File: src/scrp_regs.svh
`ifndef SCRP_REGS_SVH
`define SCRP_REGS_SVH

// register addresses
`define SCRP_ADDR_DIR_CHAN      7'h00
`define SCRP_ADDR_PWR_XTAL      7'h01
`define SCRP_ADDR_DATA_FUNC     7'h02
`define SCRP_ADDR_LVL_CTRL      7'h03
`define SCRP_ADDR_LVL_VALUE     7'h04
`define SCRP_ADDR_LAST          7'h18

// power-up values
`define SCRP_RST_DIR_CHAN       8'h28
`define SCRP_RST_PWR_XTAL       8'h03
`define SCRP_RST_DATA_FUNC      8'h78
`define SCRP_RST_LVL_CTRL       8'h87
`define SCRP_RST_LVL_VALUE      8'h20

// field positions
`define SCRP_BIT_RW             7
`define SCRP_BIT_TX_MODE        7
`define SCRP_CHAN_HI            6
`define SCRP_CHAN_LO            0
`define SCRP_PWR_HI             4
`define SCRP_PWR_LO             3
`define SCRP_XTAL_HI            2
`define SCRP_XTAL_LO            0
`define SCRP_BIT_BURST          6
`define SCRP_BIT_RATE           5
`define SCRP_BIT_WHITEN         4
`define SCRP_BIT_CRC_EN         3
`define SCRP_BIT_CRC_KEEP       0
`define SCRP_BIT_REFRESH        4
`define SCRP_THR_HI             3
`define SCRP_THR_LO             0
`define SCRP_BIT_AGC_EN         5
`define SCRP_BIT_LOW_GAIN       4
`define SCRP_VAL_HI             3
`define SCRP_VAL_LO             0
`define SCRP_CTRL_HI            7
`define SCRP_CTRL_LO            4

// serial framing
`define SCRP_LAST_BIT           3'h7

`endif

File: src/scrp_pkg.sv
`default_nettype none

package scrp_pkg;

	typedef enum logic [2:0] {
		SCRP_ST_IDLE,
		SCRP_ST_ADDR,
		SCRP_ST_DATA,
		SCRP_ST_DONE,
		SCRP_ST_FIFO_WR,
		SCRP_ST_FIFO_RD
	} scrp_state_t;

endpackage

`default_nettype wire

File: src/scrp_top.sv
// What this block does
// - bytes travel most significant bit first
// - sample on clock rise, shift on fall
// - first byte: direction bit, seven-bit address
// - exactly two bytes per register transaction
// - select low in burst mode: FIFO write if transmit, else read
// - select high always means register transaction
// - register space spans 0x00 through 0x18
// - register 0 bit 7: receive or transmit
// - register 0 low bits: channel, default 0x28
// - two-bit transmit power level field
// - three-bit crystal frequency select field
// - register 2 bit 6: stream or burst
// - register 2 bit 5: bit rate select
// - register 2 bit 4: whitening enable
// - register 2 bit 3: checksum enable
// - register 2 bit 0: keep failed packets
// - refresh bit updates level in streaming
// - detect high when level exceeds threshold
// - register 4: gain control enable, gain
// - register 4 low bits report level
// - select low resets port, no increment
`timescale 1ns/1ps
`default_nettype none

`include "scrp_regs.svh"

module scrp_top (
	input  wire logic       ref_clk_i,
	input  wire logic       sys_rst_i,
	input  wire logic       ce_i,
	input  wire logic       sclk_i,
	input  wire logic       cs_i,
	input  wire logic       serial_data_io_i,
	output logic            serial_data_io_o,
	output logic            serial_data_io_oe_o,
	input  wire logic [3:0] analog_signal_level_i,
	output logic            signal_detect_out_o,
	input  wire logic [7:0] fifo_rd_data_i,
	output logic            fifo_rd_pop_o,
	output logic            fifo_wr_valid_o,
	output logic      [7:0] fifo_wr_data_o,
	output logic            tx_mode_o,
	output logic      [6:0] rf_channel_index_o,
	output logic      [1:0] tx_power_level_o,
	output logic      [2:0] crystal_freq_sel_o,
	output logic            burst_mode_o,
	output logic            bit_rate_sel_o,
	output logic            whitening_en_o,
	output logic            crc_en_o,
	output logic            crc_fail_keep_o,
	output logic            signal_level_refresh_o,
	output logic      [3:0] signal_level_threshold_o,
	output logic            agc_en_o,
	output logic            low_gain_o,
	output logic      [3:0] signal_level_value_o
);

	import scrp_pkg::*;

	logic [6:0]  sync_in;
	logic [6:0]  sync_out;
	logic        sclk_s;
	logic        cs_s;
	logic        serial_data_io_s;
	logic [3:0]  level_s;

	assign sync_in = {analog_signal_level_i, serial_data_io_i, cs_i, sclk_i};

	scrp_sync #(
		.W (7)
	) u_sync (
		.ref_clk_i (ref_clk_i),
		.sys_rst_i (sys_rst_i),
		.ce_i      (ce_i),
		.async_i   (sync_in),
		.sync_o    (sync_out)
	);

	assign sclk_s  = sync_out[0];
	assign cs_s    = sync_out[1];
	assign serial_data_io_s  = sync_out[2];
	assign level_s = sync_out[6:3];

	// serial port state
	scrp_state_t state_r;
	scrp_state_t state_nxt;
	logic        sclk_q_r;
	logic        sclk_q_nxt;
	logic [2:0]  cnt_r;
	logic [2:0]  cnt_nxt;
	logic [7:0]  rx_r;
	logic [7:0]  rx_nxt;
	logic [7:0]  tx_r;
	logic [7:0]  tx_nxt;
	logic [6:0]  addr_r;
	logic [6:0]  addr_nxt;
	logic        wr_r;
	logic        wr_nxt;
	logic        out_r;
	logic        out_nxt;
	logic        oe_r;
	logic        oe_nxt;
	logic        pop_r;
	logic        pop_nxt;
	logic        fwv_r;
	logic        fwv_nxt;
	logic [7:0]  fwd_r;
	logic [7:0]  fwd_nxt;

	// register file
	logic [7:0]  reg0_r;
	logic [7:0]  reg0_nxt;
	logic [7:0]  reg1_r;
	logic [7:0]  reg1_nxt;
	logic [7:0]  reg2_r;
	logic [7:0]  reg2_nxt;
	logic [7:0]  reg3_r;
	logic [7:0]  reg3_nxt;
	logic [3:0]  ctl4_r;
	logic [3:0]  ctl4_nxt;
	logic [3:0]  val_r;
	logic [3:0]  val_nxt;
	logic        det_r;
	logic        det_nxt;

	logic        sclk_rise;
	logic        sclk_fall;
	logic [7:0]  shin;
	logic        byte_end;
	logic        do_write;
	logic [7:0]  wdata;

	assign sclk_rise = sclk_s & ~sclk_q_r;
	assign sclk_fall = ~sclk_s & sclk_q_r;
	assign shin      = {rx_r[6:0], serial_data_io_s};
	assign byte_end  = (cnt_r == `SCRP_LAST_BIT);

	function automatic logic [7:0] read_mux(input logic [6:0] a);
		case (a)
			`SCRP_ADDR_DIR_CHAN:  read_mux = reg0_r;
			`SCRP_ADDR_PWR_XTAL:  read_mux = reg1_r;
			`SCRP_ADDR_DATA_FUNC: read_mux = reg2_r;
			`SCRP_ADDR_LVL_CTRL:  read_mux = reg3_r;
			`SCRP_ADDR_LVL_VALUE: read_mux = {ctl4_r, val_r};
			default:              read_mux = 8'h00;
		endcase
	endfunction

	always_comb begin
		state_nxt  = state_r;
		sclk_q_nxt = sclk_s;
		cnt_nxt    = cnt_r;
		rx_nxt     = rx_r;
		tx_nxt     = tx_r;
		addr_nxt   = addr_r;
		wr_nxt     = wr_r;
		out_nxt    = out_r;
		oe_nxt     = oe_r;
		pop_nxt    = 1'b0;
		fwv_nxt    = 1'b0;
		fwd_nxt    = fwd_r;
		do_write   = 1'b0;
		wdata      = shin;
		if (cs_s) begin
			case (state_r)
				SCRP_ST_IDLE, SCRP_ST_FIFO_WR, SCRP_ST_FIFO_RD: begin
					// bits clocked with select high are always config
					state_nxt = SCRP_ST_ADDR;
					cnt_nxt   = 3'h0;
					oe_nxt    = 1'b0;
				end
				SCRP_ST_ADDR: begin
					if (sclk_rise) begin
						rx_nxt  = shin;
						cnt_nxt = cnt_r + 3'h1;
						if (byte_end) begin
							wr_nxt    = shin[`SCRP_BIT_RW];
							addr_nxt  = shin[6:0];
							state_nxt = SCRP_ST_DATA;
							if (!shin[`SCRP_BIT_RW]) begin
								tx_nxt = read_mux(shin[6:0]);
							end
						end
					end
				end
				SCRP_ST_DATA: begin
					if (sclk_rise) begin
						rx_nxt  = shin;
						cnt_nxt = cnt_r + 3'h1;
						if (byte_end) begin
							// no auto-increment: wait for select to drop
							state_nxt = SCRP_ST_DONE;
							oe_nxt    = 1'b0;
							do_write  = wr_r;
						end
					end else if (sclk_fall && !wr_r) begin
						out_nxt = tx_r[7];
						tx_nxt  = {tx_r[6:0], 1'b0};
						oe_nxt  = 1'b1;
					end
				end
				SCRP_ST_DONE: begin
					oe_nxt = 1'b0;
				end
				default: begin
					state_nxt = SCRP_ST_IDLE;
				end
			endcase
		end else begin
			case (state_r)
				SCRP_ST_FIFO_WR: begin
					if (sclk_rise) begin
						rx_nxt  = shin;
						cnt_nxt = cnt_r + 3'h1;
						if (byte_end) begin
							fwv_nxt = 1'b1;
							fwd_nxt = shin;
						end
					end
				end
				SCRP_ST_FIFO_RD: begin
					if (sclk_rise) begin
						cnt_nxt = cnt_r + 3'h1;
						if (byte_end) begin
							tx_nxt  = fifo_rd_data_i;
							pop_nxt = 1'b1;
						end
					end else if (sclk_fall) begin
						out_nxt = tx_r[7];
						tx_nxt  = {tx_r[6:0], 1'b0};
						oe_nxt  = 1'b1;
					end
				end
				default: begin
					// select low resets the port; burst mode picks FIFO
					cnt_nxt = 3'h0;
					oe_nxt  = 1'b0;
					if (!reg2_r[`SCRP_BIT_BURST]) begin
						state_nxt = SCRP_ST_IDLE;
					end else if (reg0_r[`SCRP_BIT_TX_MODE]) begin
						state_nxt = SCRP_ST_FIFO_WR;
					end else begin
						// first bit must stand before the first rise
						state_nxt = SCRP_ST_FIFO_RD;
						out_nxt   = fifo_rd_data_i[7];
						tx_nxt    = {fifo_rd_data_i[6:0], 1'b0};
						oe_nxt    = 1'b1;
						pop_nxt   = 1'b1;
					end
				end
			endcase
		end
		if (!ce_i) begin
			state_nxt  = state_r;
			sclk_q_nxt = sclk_q_r;
			cnt_nxt    = cnt_r;
			rx_nxt     = rx_r;
			tx_nxt     = tx_r;
			addr_nxt   = addr_r;
			wr_nxt     = wr_r;
			out_nxt    = out_r;
			oe_nxt     = oe_r;
			pop_nxt    = pop_r;
			fwv_nxt    = fwv_r;
			fwd_nxt    = fwd_r;
			do_write   = 1'b0;
		end
	end

	always_ff @(posedge ref_clk_i or posedge sys_rst_i) begin
		if (sys_rst_i) begin
			state_r  <= SCRP_ST_IDLE;
			sclk_q_r <= 1'b0;
			cnt_r    <= 3'h0;
			rx_r     <= 8'h00;
			tx_r     <= 8'h00;
			addr_r   <= 7'h00;
			wr_r     <= 1'b0;
			out_r    <= 1'b0;
			oe_r     <= 1'b0;
			pop_r    <= 1'b0;
			fwv_r    <= 1'b0;
			fwd_r    <= 8'h00;
		end else begin
			state_r  <= state_nxt;
			sclk_q_r <= sclk_q_nxt;
			cnt_r    <= cnt_nxt;
			rx_r     <= rx_nxt;
			tx_r     <= tx_nxt;
			addr_r   <= addr_nxt;
			wr_r     <= wr_nxt;
			out_r    <= out_nxt;
			oe_r     <= oe_nxt;
			pop_r    <= pop_nxt;
			fwv_r    <= fwv_nxt;
			fwd_r    <= fwd_nxt;
		end
	end

	// register file and level tracking
	always_comb begin
		reg0_nxt = reg0_r;
		reg1_nxt = reg1_r;
		reg2_nxt = reg2_r;
		reg3_nxt = reg3_r;
		ctl4_nxt = ctl4_r;
		val_nxt  = val_r;
		det_nxt  = det_r;
		if (ce_i) begin
			if (do_write) begin
				// reserved bits stored as written; host keeps them zero
				case (addr_r)
					`SCRP_ADDR_DIR_CHAN:  reg0_nxt = wdata;
					`SCRP_ADDR_PWR_XTAL:  reg1_nxt = wdata;
					`SCRP_ADDR_DATA_FUNC: reg2_nxt = wdata;
					`SCRP_ADDR_LVL_CTRL:  reg3_nxt = wdata;
					`SCRP_ADDR_LVL_VALUE: begin
						// level bits are measured, not writable
						ctl4_nxt = wdata[`SCRP_CTRL_HI:`SCRP_CTRL_LO];
					end
					default: begin
						reg0_nxt = reg0_r;
					end
				endcase
			end
			// refresh bit only matters in streaming mode
			if (reg2_r[`SCRP_BIT_BURST] || reg3_r[`SCRP_BIT_REFRESH]) begin
				val_nxt = level_s;
			end
			det_nxt = (level_s > reg3_r[`SCRP_THR_HI:`SCRP_THR_LO]);
		end
	end

	always_ff @(posedge ref_clk_i or posedge sys_rst_i) begin
		if (sys_rst_i) begin
			reg0_r <= `SCRP_RST_DIR_CHAN;
			reg1_r <= `SCRP_RST_PWR_XTAL;
			reg2_r <= `SCRP_RST_DATA_FUNC;
			reg3_r <= `SCRP_RST_LVL_CTRL;
			ctl4_r <= 4'(`SCRP_RST_LVL_VALUE >> 4);
			val_r  <= 4'h0;
			det_r  <= 1'b0;
		end else begin
			reg0_r <= reg0_nxt;
			reg1_r <= reg1_nxt;
			reg2_r <= reg2_nxt;
			reg3_r <= reg3_nxt;
			ctl4_r <= ctl4_nxt;
			val_r  <= val_nxt;
			det_r  <= det_nxt;
		end
	end

	assign serial_data_io_o         = out_r;
	assign serial_data_io_oe_o      = oe_r;
	assign signal_detect_out_o      = det_r;
	assign fifo_rd_pop_o            = pop_r;
	assign fifo_wr_valid_o          = fwv_r;
	assign fifo_wr_data_o           = fwd_r;
	assign tx_mode_o                = reg0_r[`SCRP_BIT_TX_MODE];
	assign rf_channel_index_o       = reg0_r[`SCRP_CHAN_HI:`SCRP_CHAN_LO];
	assign tx_power_level_o         = reg1_r[`SCRP_PWR_HI:`SCRP_PWR_LO];
	assign crystal_freq_sel_o       = reg1_r[`SCRP_XTAL_HI:`SCRP_XTAL_LO];
	assign burst_mode_o             = reg2_r[`SCRP_BIT_BURST];
	assign bit_rate_sel_o           = reg2_r[`SCRP_BIT_RATE];
	assign whitening_en_o           = reg2_r[`SCRP_BIT_WHITEN];
	assign crc_en_o                 = reg2_r[`SCRP_BIT_CRC_EN];
	assign crc_fail_keep_o          = reg2_r[`SCRP_BIT_CRC_KEEP];
	assign signal_level_refresh_o   = reg3_r[`SCRP_BIT_REFRESH];
	assign signal_level_threshold_o = reg3_r[`SCRP_THR_HI:`SCRP_THR_LO];
	assign agc_en_o                 = ctl4_r[`SCRP_BIT_AGC_EN - 4];
	assign low_gain_o               = ctl4_r[`SCRP_BIT_LOW_GAIN - 4];
	assign signal_level_value_o     = val_r;

endmodule

`default_nettype wire

File: src/scrp_sync.sv
`timescale 1ns/1ps
`default_nettype none

module scrp_sync #(
	parameter int W = 7
) (
	input  wire logic         ref_clk_i,
	input  wire logic         sys_rst_i,
	input  wire logic         ce_i,
	input  wire logic [W-1:0] async_i,
	output logic      [W-1:0] sync_o
);

	genvar g;
	generate
		for (g = 0; g < W; g++) begin : g_bit
			logic meta_r;
			logic meta_nxt;
			logic hold_r;
			logic hold_nxt;

			// first stage feeds only the second
			always_comb begin
				meta_nxt = ce_i ? async_i[g] : meta_r;
				hold_nxt = ce_i ? meta_r : hold_r;
			end

			always_ff @(posedge ref_clk_i or posedge sys_rst_i) begin
				if (sys_rst_i) begin
					meta_r <= 1'b0;
					hold_r <= 1'b0;
				end else begin
					meta_r <= meta_nxt;
					hold_r <= hold_nxt;
				end
			end

			assign sync_o[g] = hold_r;
		end
	endgenerate

endmodule

`default_nettype wire

File: config.mk
export PLATFORM = sky130hd
export DESIGN_NAME = scrp_top
export DESIGN_NICKNAME = d
export VERILOG_FILES = /design/src/scrp_pkg.sv /design/src/scrp_top.sv /design/src/scrp_sync.sv
export VERILOG_INCLUDE_DIRS = /design/src
export SDC_FILE = /design/constraint.sdc
export NUM_CORES = 1
export LEC_CHECK = 0
export ABC_AREA = 1
export ABC_CLOCK_PERIOD_IN_PS = 4500
export BUFFER_PORTS_ARGS = -buffer_cell sky130_fd_sc_hd__buf_4
export CAP_MARGIN = 15
export CORE_ASPECT_RATIO = 2
export CORE_MARGIN = 2
export CORE_UTILIZATION = 63
export DETAILED_ROUTE_END_ITERATION = 16
export GPL_ROUTABILITY_DRIVEN = 0
export GPL_TIMING_DRIVEN = 0
export PLACE_DENSITY_LB_ADDON = 0.25
export SYNTH_ARGS = -nofsm -noshare
export SYNTH_HDL_FRONTEND = slang
export SYNTH_HIERARCHICAL = 1
export SYNTH_SLANG_ARGS = --single-unit
File: constraint.sdc
create_clock -name ref_clk_i -period 4.5 [get_ports ref_clk_i]
set_input_delay 1.125 -clock ref_clk_i [delete_from_list [all_inputs] [get_ports ref_clk_i]]
set_output_delay 1.125 -clock ref_clk_i [all_outputs]
set_load 0.01 [all_outputs]
==> results.md, run 1 <==
* Status: finished, final reports clean
* Clock root cell: clkbuf_16
* Share of cells above drive strength 1 at 20.52%
* Max_cap viols at 0
* Initial DRC Count at 509
* Vias in the first global route at 4,927
* Post-DP HPWL at 10.59 mm
* Crit. Startpoint: ce_i
* Final ANT Viol Nets at 0
* First-pass GRT wire length at 22.96 mm
* Synthesized cell area at 5303 µm²
* Largest cells by area after synthesis: dfrtp_1 (40%), nand2_1 (12%), nand3_1 (7.2%), dfstp_2 (6.4%), nor2_1 (6.2%)
* Insertion delay to the later sink of the worst-skew pair at 0.34 ns
* Fin crit share at 55.78%
* # setup viols final at 0
* Grt total ovfl at 0
* All-layer global routing usage at 33.69%
* Vias per cell at 5.836
* Fin. max-slew vios at 0
* Dpl ws at 1.670 ns
* Gate Count Post-Synth at 699
* Gate power share at 22.1%
* Distinct cells, synth at 33
* Setup slack, reg-to-reg at 2.32 ns
* Int Pwr at 0.001620 W
* Tmin final at 2.510 ns
* FF-to-FF Start: cnt_r[0]$_DFFE_PP0P_
* Critical hold path startpoint: u_sync/g_bit[2].meta_r$_DFFE_PP0P_
* HP Class: reg -> reg
* Most frequent cells in the layout: nand2_1 (170), nor2_1 (88), inv_1 (84), dfrtp_1 (84), buf_4 (78)
* Final Hold Viols at 0
* Crit. End Element: flip-flop
* Area delta synth->final at 17.27%
* CP Buf/Inv Count at 3
* Largest buffer count on any clock path at 2
* Chip Width at 68.87 µm
* Min Hold Slack at 0.4728 ns
* WP data arrival at 2.79 ns
* Clock sinks at 97
* Clk pwr share at 35.1%
* Commonest non-fill, non-tap cell in the layout: nand2_1
* Die Y at 133.7 µm
* Hold_buf cts at 0
* Synth top area share at 39.64%
* Post-Route Skew at 0.007572 ns
* Slowest stage delay, CP at 0.54 ns
* FP Rows at 47
* Worst Reg-to-Reg Cells at 10
* Fmax at 398.4 MHz
* Stages on worst setup path at 8
* Routed WL at 14.38 mm
* Antenna violations before repair at 0
* Worst-margin pin slew at 0.8277 ns
* Via count at 5,095
* LEAKAGE at 3.140 nW
* Post-synthesis cell type with the largest combined area: dfrtp_1
* RSZ-0062 raised after global routing: no
* Reg area at 2444 µm²
* Antenna diodes at 0
* Area of the multi-input gates at 2253 µm²
* I/O Pins at 60
* Residual DRC count at 0
* Largest net degree at the start of global routing at 69
* Die ar. at 9211 µm²
* CTS tree: done
* Worst path top cell family by delay: simple AND/OR/NAND/NOR gates
* Initial Util at 64.41%
* CORE AREA at 8233 µm²
* Switching share of total power at 31.33%
* Post-cts resize count at 0
* Worst endpoint required time at 4.78 ns
* Final #Nets at 794
* TNS Setup at 0 ns
* WHS Path Cells at 2
* Power density of the placed cells at 379.4 nW/µm²
* Largest fanout on the critical path at 10
* Slowest CP cell: buf_1
* Fill count at 608
* Reg power frac at 42.9%
* Synth Register Bits at 97
* CTS H-tree lvls at 3
* Yosys warns at 6
* Final setup margin at 1.990 ns
* Crit path kind: in -> reg
* P_sw at 0.0007391 W
* Max_slew headroom at 44.24%
* IO buf count at 59
* Wire length per cell at 16.47 µm
* Syn_nets at 723
* Max VDD drop at 0.0003039 V
* Clock-pin slew on the worst setup and hold paths at 0.07 ns
* Num CTS Buffers at 9
* Post CTS Setup Buffer Count at 0
* Startpoint Class: input pin
* CP Cell Sequence: buf_4, buf_1, nand2_1, nor2_4, inv_1, nor2_4, nor2_1, nor2_1
* Sequential area share after synthesis at 46.08%
* Synthesized area per cell at 7.586 µm²
* Drt pass-1 iters at 7
==> kinds of logic after synthesis <==
| kind of cell | share of synthesized area, % |
|---|---|
| AND/OR/NAND/NOR | 30.77 |
| buffers and inverters | 11.42 |
| flip-flops | 46.08 |
| AO/OA/AOI/OAI | 9.509 |
| adder cells (fa/ha/maj) | 1.416 |
| multiplexers | 0.6370 |
| XOR/XNOR | 0.1652 |
==> layer usage <==
| layer | vias up | global-route usage (%) | part of all wire, % |
|---|---|---|---|
| met2 | 278 | 57.59 | 54 |
| met3 | 92 | 5.997 | 5.7 |
| li1 | 2372 | - | - |
| met5 | - | 0 | 0 |
| met1 | 2353 | 35.70 | 33 |
| met4 | 0 | 22.77 | 7.2 |
==> Yosys cell counts <==
library cell / instances
a21oi_1: 10
a31oi_1: 3
buf_1: 1
buf_2: 10
buf_4: 19
buf_6: 4
buf_8: 1
clkbuf_1: 2
dfrtp_1: 84
dfstp_2: 13
ha_1: 6
inv_1: 85
inv_2: 6
mux2_2: 3
nand2_1: 170
nand2_2: 5
nand3_1: 76
nand3_2: 5
nand4_1: 14
nor2_1: 88
nor2_2: 1
nor2_4: 4
nor3_1: 4
nor3_4: 1
nor3b_1: 1
nor4_1: 1
o211ai_1: 1
o21ai_0: 49
o21ai_1: 19
o21ai_2: 10
or2_1: 1
or2_2: 1
xor2_1: 1
==> path summary, 6_finish.rpt <==
kind,end
min in group asynchronous,reg0_r[4]$_DFFE_PP0P_
hold reg to reg,u_sync/g_bit[2].meta_r$_DFFE_PP0P_
max in group asynchronous,reg3_r[7]$_DFFE_PP1P_
hold / removal,u_sync/g_bit[2].meta_r$_DFFE_PP0P_
setup reg to reg,reg1_r[7]$_DFFE_PP0P_
setup / recovery,tx_r[3]$_DFFE_PP0P_
==> stage by stage <==
stage | total power [W] | cells | area (µm²) | util [%]
6_report | 0.002359 | 873 | 6218 | 75.53
5_1_grt | 0.002470 | 873 | 6218 | 75.53
4_1_cts | 0.002352 | 873 | 6218 | 75.53
3_5_place_dp | 0.001528 | 857 | 5898 | 71.64
3_3_place_gp | 0.001507 | 856 | 5868 | 71.28
2_1_floorplan | 0.001378 | 699 | 5303 | -
==> cell type report <==
| type | instances | share of cell area [%] |
|---|---|---|
| flip-flops and latches | 97 | 39.30 |
| multi-input cells | 474 | 36.24 |
| repair buffers | 60 | 7.565 |
| inverters | 91 | 5.533 |
| plain buffers | 37 | 4.245 |
| clock buffers | 10 | 3.682 |
| well taps | 98 | 1.972 |
| clock inverters | 6 | 1.469 |
==> power by group through the flow <==
| stage | Sequential, W | Combinational [W] | Clock [W] |
|---|---|---|---|
| final | 0.00101 | 0.000520 | 0.000827 |
| after global routing | 0.00102 | 0.000583 | 0.000865 |
| after CTS | 0.00101 | 0.000512 | 0.000830 |
| after detailed placement | 0.00102 | 0.000504 | 0 |
| after global placement | 0.00102 | 0.000485 | 0 |
| after floorplan | 0.00101 | 0.000368 | 0 |
==> sequential cells by signal, summed over array words and instances (netlist names), 3 cells and up <==
signal                cells
cnt_r                     3
reg2_r                    8
fifo_wr_data_o            8
state_r                   3
signal_level_value_o      4
u_sync/g_bit.meta_r       7
reg3_r                    8
addr_r                    7
rx_r                      7
tx_r                      8
ctl4_r                    4
reg0_r                    8
reg1_r                    8
u_sync/g_bit.hold_r       7
==> tightest hold or removal path: stages (launching register included) <==
cell	delay [ns]
dfrtp_1	0.34
nand2_1	0.05
nand2_1	0.05
Note: power is estimated with default switching activity, not from simulation.
==> run 2, diff against run 1 <==
--- a/config.mk
+++ b/config.mk
@@ -7,12 +7,12 @@
 export NUM_CORES = 1
 export LEC_CHECK = 0
 export ABC_AREA = 1
-export ABC_CLOCK_PERIOD_IN_PS = 4500
+export ABC_CLOCK_PERIOD_IN_PS = 2100
 export BUFFER_PORTS_ARGS = -buffer_cell sky130_fd_sc_hd__buf_4
 export CAP_MARGIN = 15
 export CORE_ASPECT_RATIO = 2
 export CORE_MARGIN = 2
-export CORE_UTILIZATION = 63
+export CORE_UTILIZATION = 53
 export DETAILED_ROUTE_END_ITERATION = 16
 export GPL_ROUTABILITY_DRIVEN = 0
 export GPL_TIMING_DRIVEN = 0
==> constraint.sdc (replaced) <==
create_clock -name ref_clk_i -period 2.1 [get_ports ref_clk_i]
set_input_delay 0.525 -clock ref_clk_i [delete_from_list [all_inputs] [get_ports ref_clk_i]]
set_output_delay 0.525 -clock ref_clk_i [all_outputs]
set_load 0.01 [all_outputs]
==> run 2 against run 1 <==
  * Via count fell by 2.9%
  * Clock power rose by 92%
  * Combinational power rose by 120%
  * Worst setup slack got worse by 1.9 ns
  * Hold slack got worse by 0.29 ns
  * First-iteration DRC count fell by 23%
  * Clock skew rose by 0.0054 ns
  * Die area rose by 18%
  * Non-clock buffer count rose by 7
  * Critical endpoint is now reg3_r[6]$_DFFE_PP0P_
==> results.md, run 2 (synthesized netlist as in run 1, its figures left out) <==
* Final ANT Viol Nets at 0
* Antenna diodes at 0
* Fill count at 813
* Fmax at 500.9 MHz
* Antenna violations before repair at 0
* Most used cell, CP: inv_1
* Largest net degree at the start of global routing at 37
* Final Core Density at 65.33%
* Final Non-Filler Cells at 914
* Reg2reg end: reg3_r[6]$_DFFE_PP0P_
* Insertion delay to the later sink of the worst-skew pair at 0.35 ns
* Residual DRC count at 0
* Tmin final at 1.996 ns
* Largest buffer count on any clock path at 2
* Slowest CP cell: dfrtp_1
* Post-DP HPWL at 10.82 mm
* Clock sinks at 97
* Vias per cell at 5.410
* Wire length per cell at 15.74 µm
* Worst Reg-to-Reg Cells at 11
* Clock root cell: clkbuf_16
* Post-Place Cells at 892
* Initial Util at 54.31%
* Commonest non-fill, non-tap cell in the layout: nand2_1
* I/O Pins at 60
* CORE AREA at 9763 µm²
* LEAKAGE at 3.175 nW
* Area delta synth->final at 20.29%
* Fin. max-slew vios at 0
* Vias in the first global route at 4,905
* Max_slew headroom at 50.29%
* Initial DRC Count at 390
* Slowest stage delay, CP at 0.36 ns
* Die ar. at 10,870 µm²
* WP data arrival at 2.23 ns
* CP Cell Sequence: ha_1, ha_4, inv_1, nor2_4, inv_2, nor3_4, buf_4, nand2_4, buf_6, o21ai_0, inv_1
* Num CTS Buffers at 9
* HP Class: in -> async
* All-layer global routing usage at 27.95%
* Most frequent cells in the layout: nand2_1 (170), inv_1 (84), buf_4 (84), dfrtp_1 (84), nor2_1 (82)
* Via count at 4,945
* Max_cap viols at 0
* Max VDD drop at 0.0006664 V
* Startpoint Class: flip-flop
* Die Y at 145.5 µm
* Cell Area, Placed at 5954 µm²
* Setup slack, reg-to-reg at 0.10 ns
* Chip Width at 74.73 µm
* CTS H-tree lvls at 3
* Drt pass-1 iters at 5
* Worst endpoint required time at 2.33 ns
* Final #Nets at 801
* Area of the multi-input gates at 2341 µm²
* Post-Route Skew at 0.01296 ns
* Crit path kind: reg -> reg
* Share of cells above drive strength 1 at 22.51%
* PnR Total Power at 0.004901 W
* Grt total ovfl at 0
* Power density of the placed cells at 768.4 nW/µm²
* Fin crit share at 95.06%
* Crit. End Element: flip-flop
* Reg area at 2444 µm²
* CTS tree: done
* Final setup margin at 0.1036 ns
* Worst-margin pin slew at 0.7378 ns
* Fin area at 6379 µm²
* Largest fanout on the critical path at 10
* Status: finished, final reports clean
* # setup viols final at 0
* First-pass GRT wire length at 23.27 mm
* FF-to-FF Start: cnt_r[0]$_DFFE_PP0P_
* Final Hold Viols at 0
* Dpl ws at -0.1321 ns
* Routed WL at 14.38 mm
* IO buf count at 59
* FP Rows at 51
* Clock-pin slew on the worst setup and hold paths at 0.08 ns
[run 2: changes by cell type in the layout (fill, tap and decap cells not counted), sizes merged]
cell / change
buf: +6
bufinv: -2
clkbuf: +1
clkinv: -1
clkinvlp: +2
inv: +1
[run 2: report_power, final]
| part | switching, W | internal, W | total, W |
|---|---|---|---|
| combinational | 0.000736 | 0.000414 | 0.00115 |
| clock | 0.000738 | 0.000853 | 0.00159 |
| sequential | 0.000132 | 0.00203 | 0.00216 |
| total | 0.00161 | 0.00329 | 0.00490 |
[run 2: metrics by stage]
stage,hold slack (ns),TNS (ns)
2_1_floorplan,0.4142,0
3_3_place_gp,0.4543,-1.616
3_5_place_dp,0.4600,-1.964
4_1_cts,0.1925,0
5_1_grt,0.2103,-0.03572
6_report,0.1848,0
[run 2: area by class of cell]
cell class                 instances  area share, %
sequential                        97          38.31
multi-input combinational        474          36.70
timing repair buffer              67          8.278
inverter                          91          5.414
buffer                            37          4.178
clock buffer                      10          3.747
tap                              132          2.589
clock inverter                     6         0.7846
[run 2: worst max path at each step]
| stage | from | end | slack, ns | cells past startpoint |
|---|---|---|---|---|
| 5_1_grt | state_r[0]$_DFFE_PP0P_ | tx_r[1]$_DFFE_PP0P_ | -0.02 | 10 |
| 3_5_place_dp | ce_i | tx_r[3]$_DFFE_PP0P_ | -0.13 | 8 |
| 4_1_cts | cnt_r[0]$_DFFE_PP0P_ | reg2_r[0]$_DFFE_PP0P_ | 0.00002 | 10 |
| 6_report | cnt_r[0]$_DFFE_PP0P_ | reg3_r[6]$_DFFE_PP0P_ | 0.10 | 11 |
| 3_3_place_gp | ce_i | tx_r[1]$_DFFE_PP0P_ | -0.15 | 8 |
| 2_1_floorplan | cnt_r[0]$_DFFE_PP0P_ | reg0_r[1]$_DFFE_PP0P_ | 0.34 | 10 |
[run 2: critical path, delay by kind of cell (launching register included)]
family | cells | cell delay (ns)
buffers and inverters | 5 | 0.54
adder cells (fa/ha/maj) | 2 | 0.36
flip-flops | 1 | 0.36
AND/OR/NAND/NOR | 3 | 0.47
AO/OA/AOI/OAI | 1 | 0.14
[run 2: metal layers]
| metal | GRT usage, % | vias to the layer above | routed length (µm) |
|---|---|---|---|
| met5 | 0 | - | 0 |
| met4 | 16.34 | 0 | 834 |
| met3 | 3.463 | 67 | 709 |
| met2 | 49.56 | 215 | 7925 |
| met1 | 30.30 | 2279 | 4914 |
| li1 | - | 2384 | - |
[run 2: what timing repair did]
item / CTS / global route
gates resized for setup: 6 / 16
pin swaps: 1 / 3
setup endpoints to repair: 16 / 56
gates cloned: 0 / 0
hold buffers: 0 / 0
hold endpoints to repair: 0 / 0
setup buffers: 2 / 4
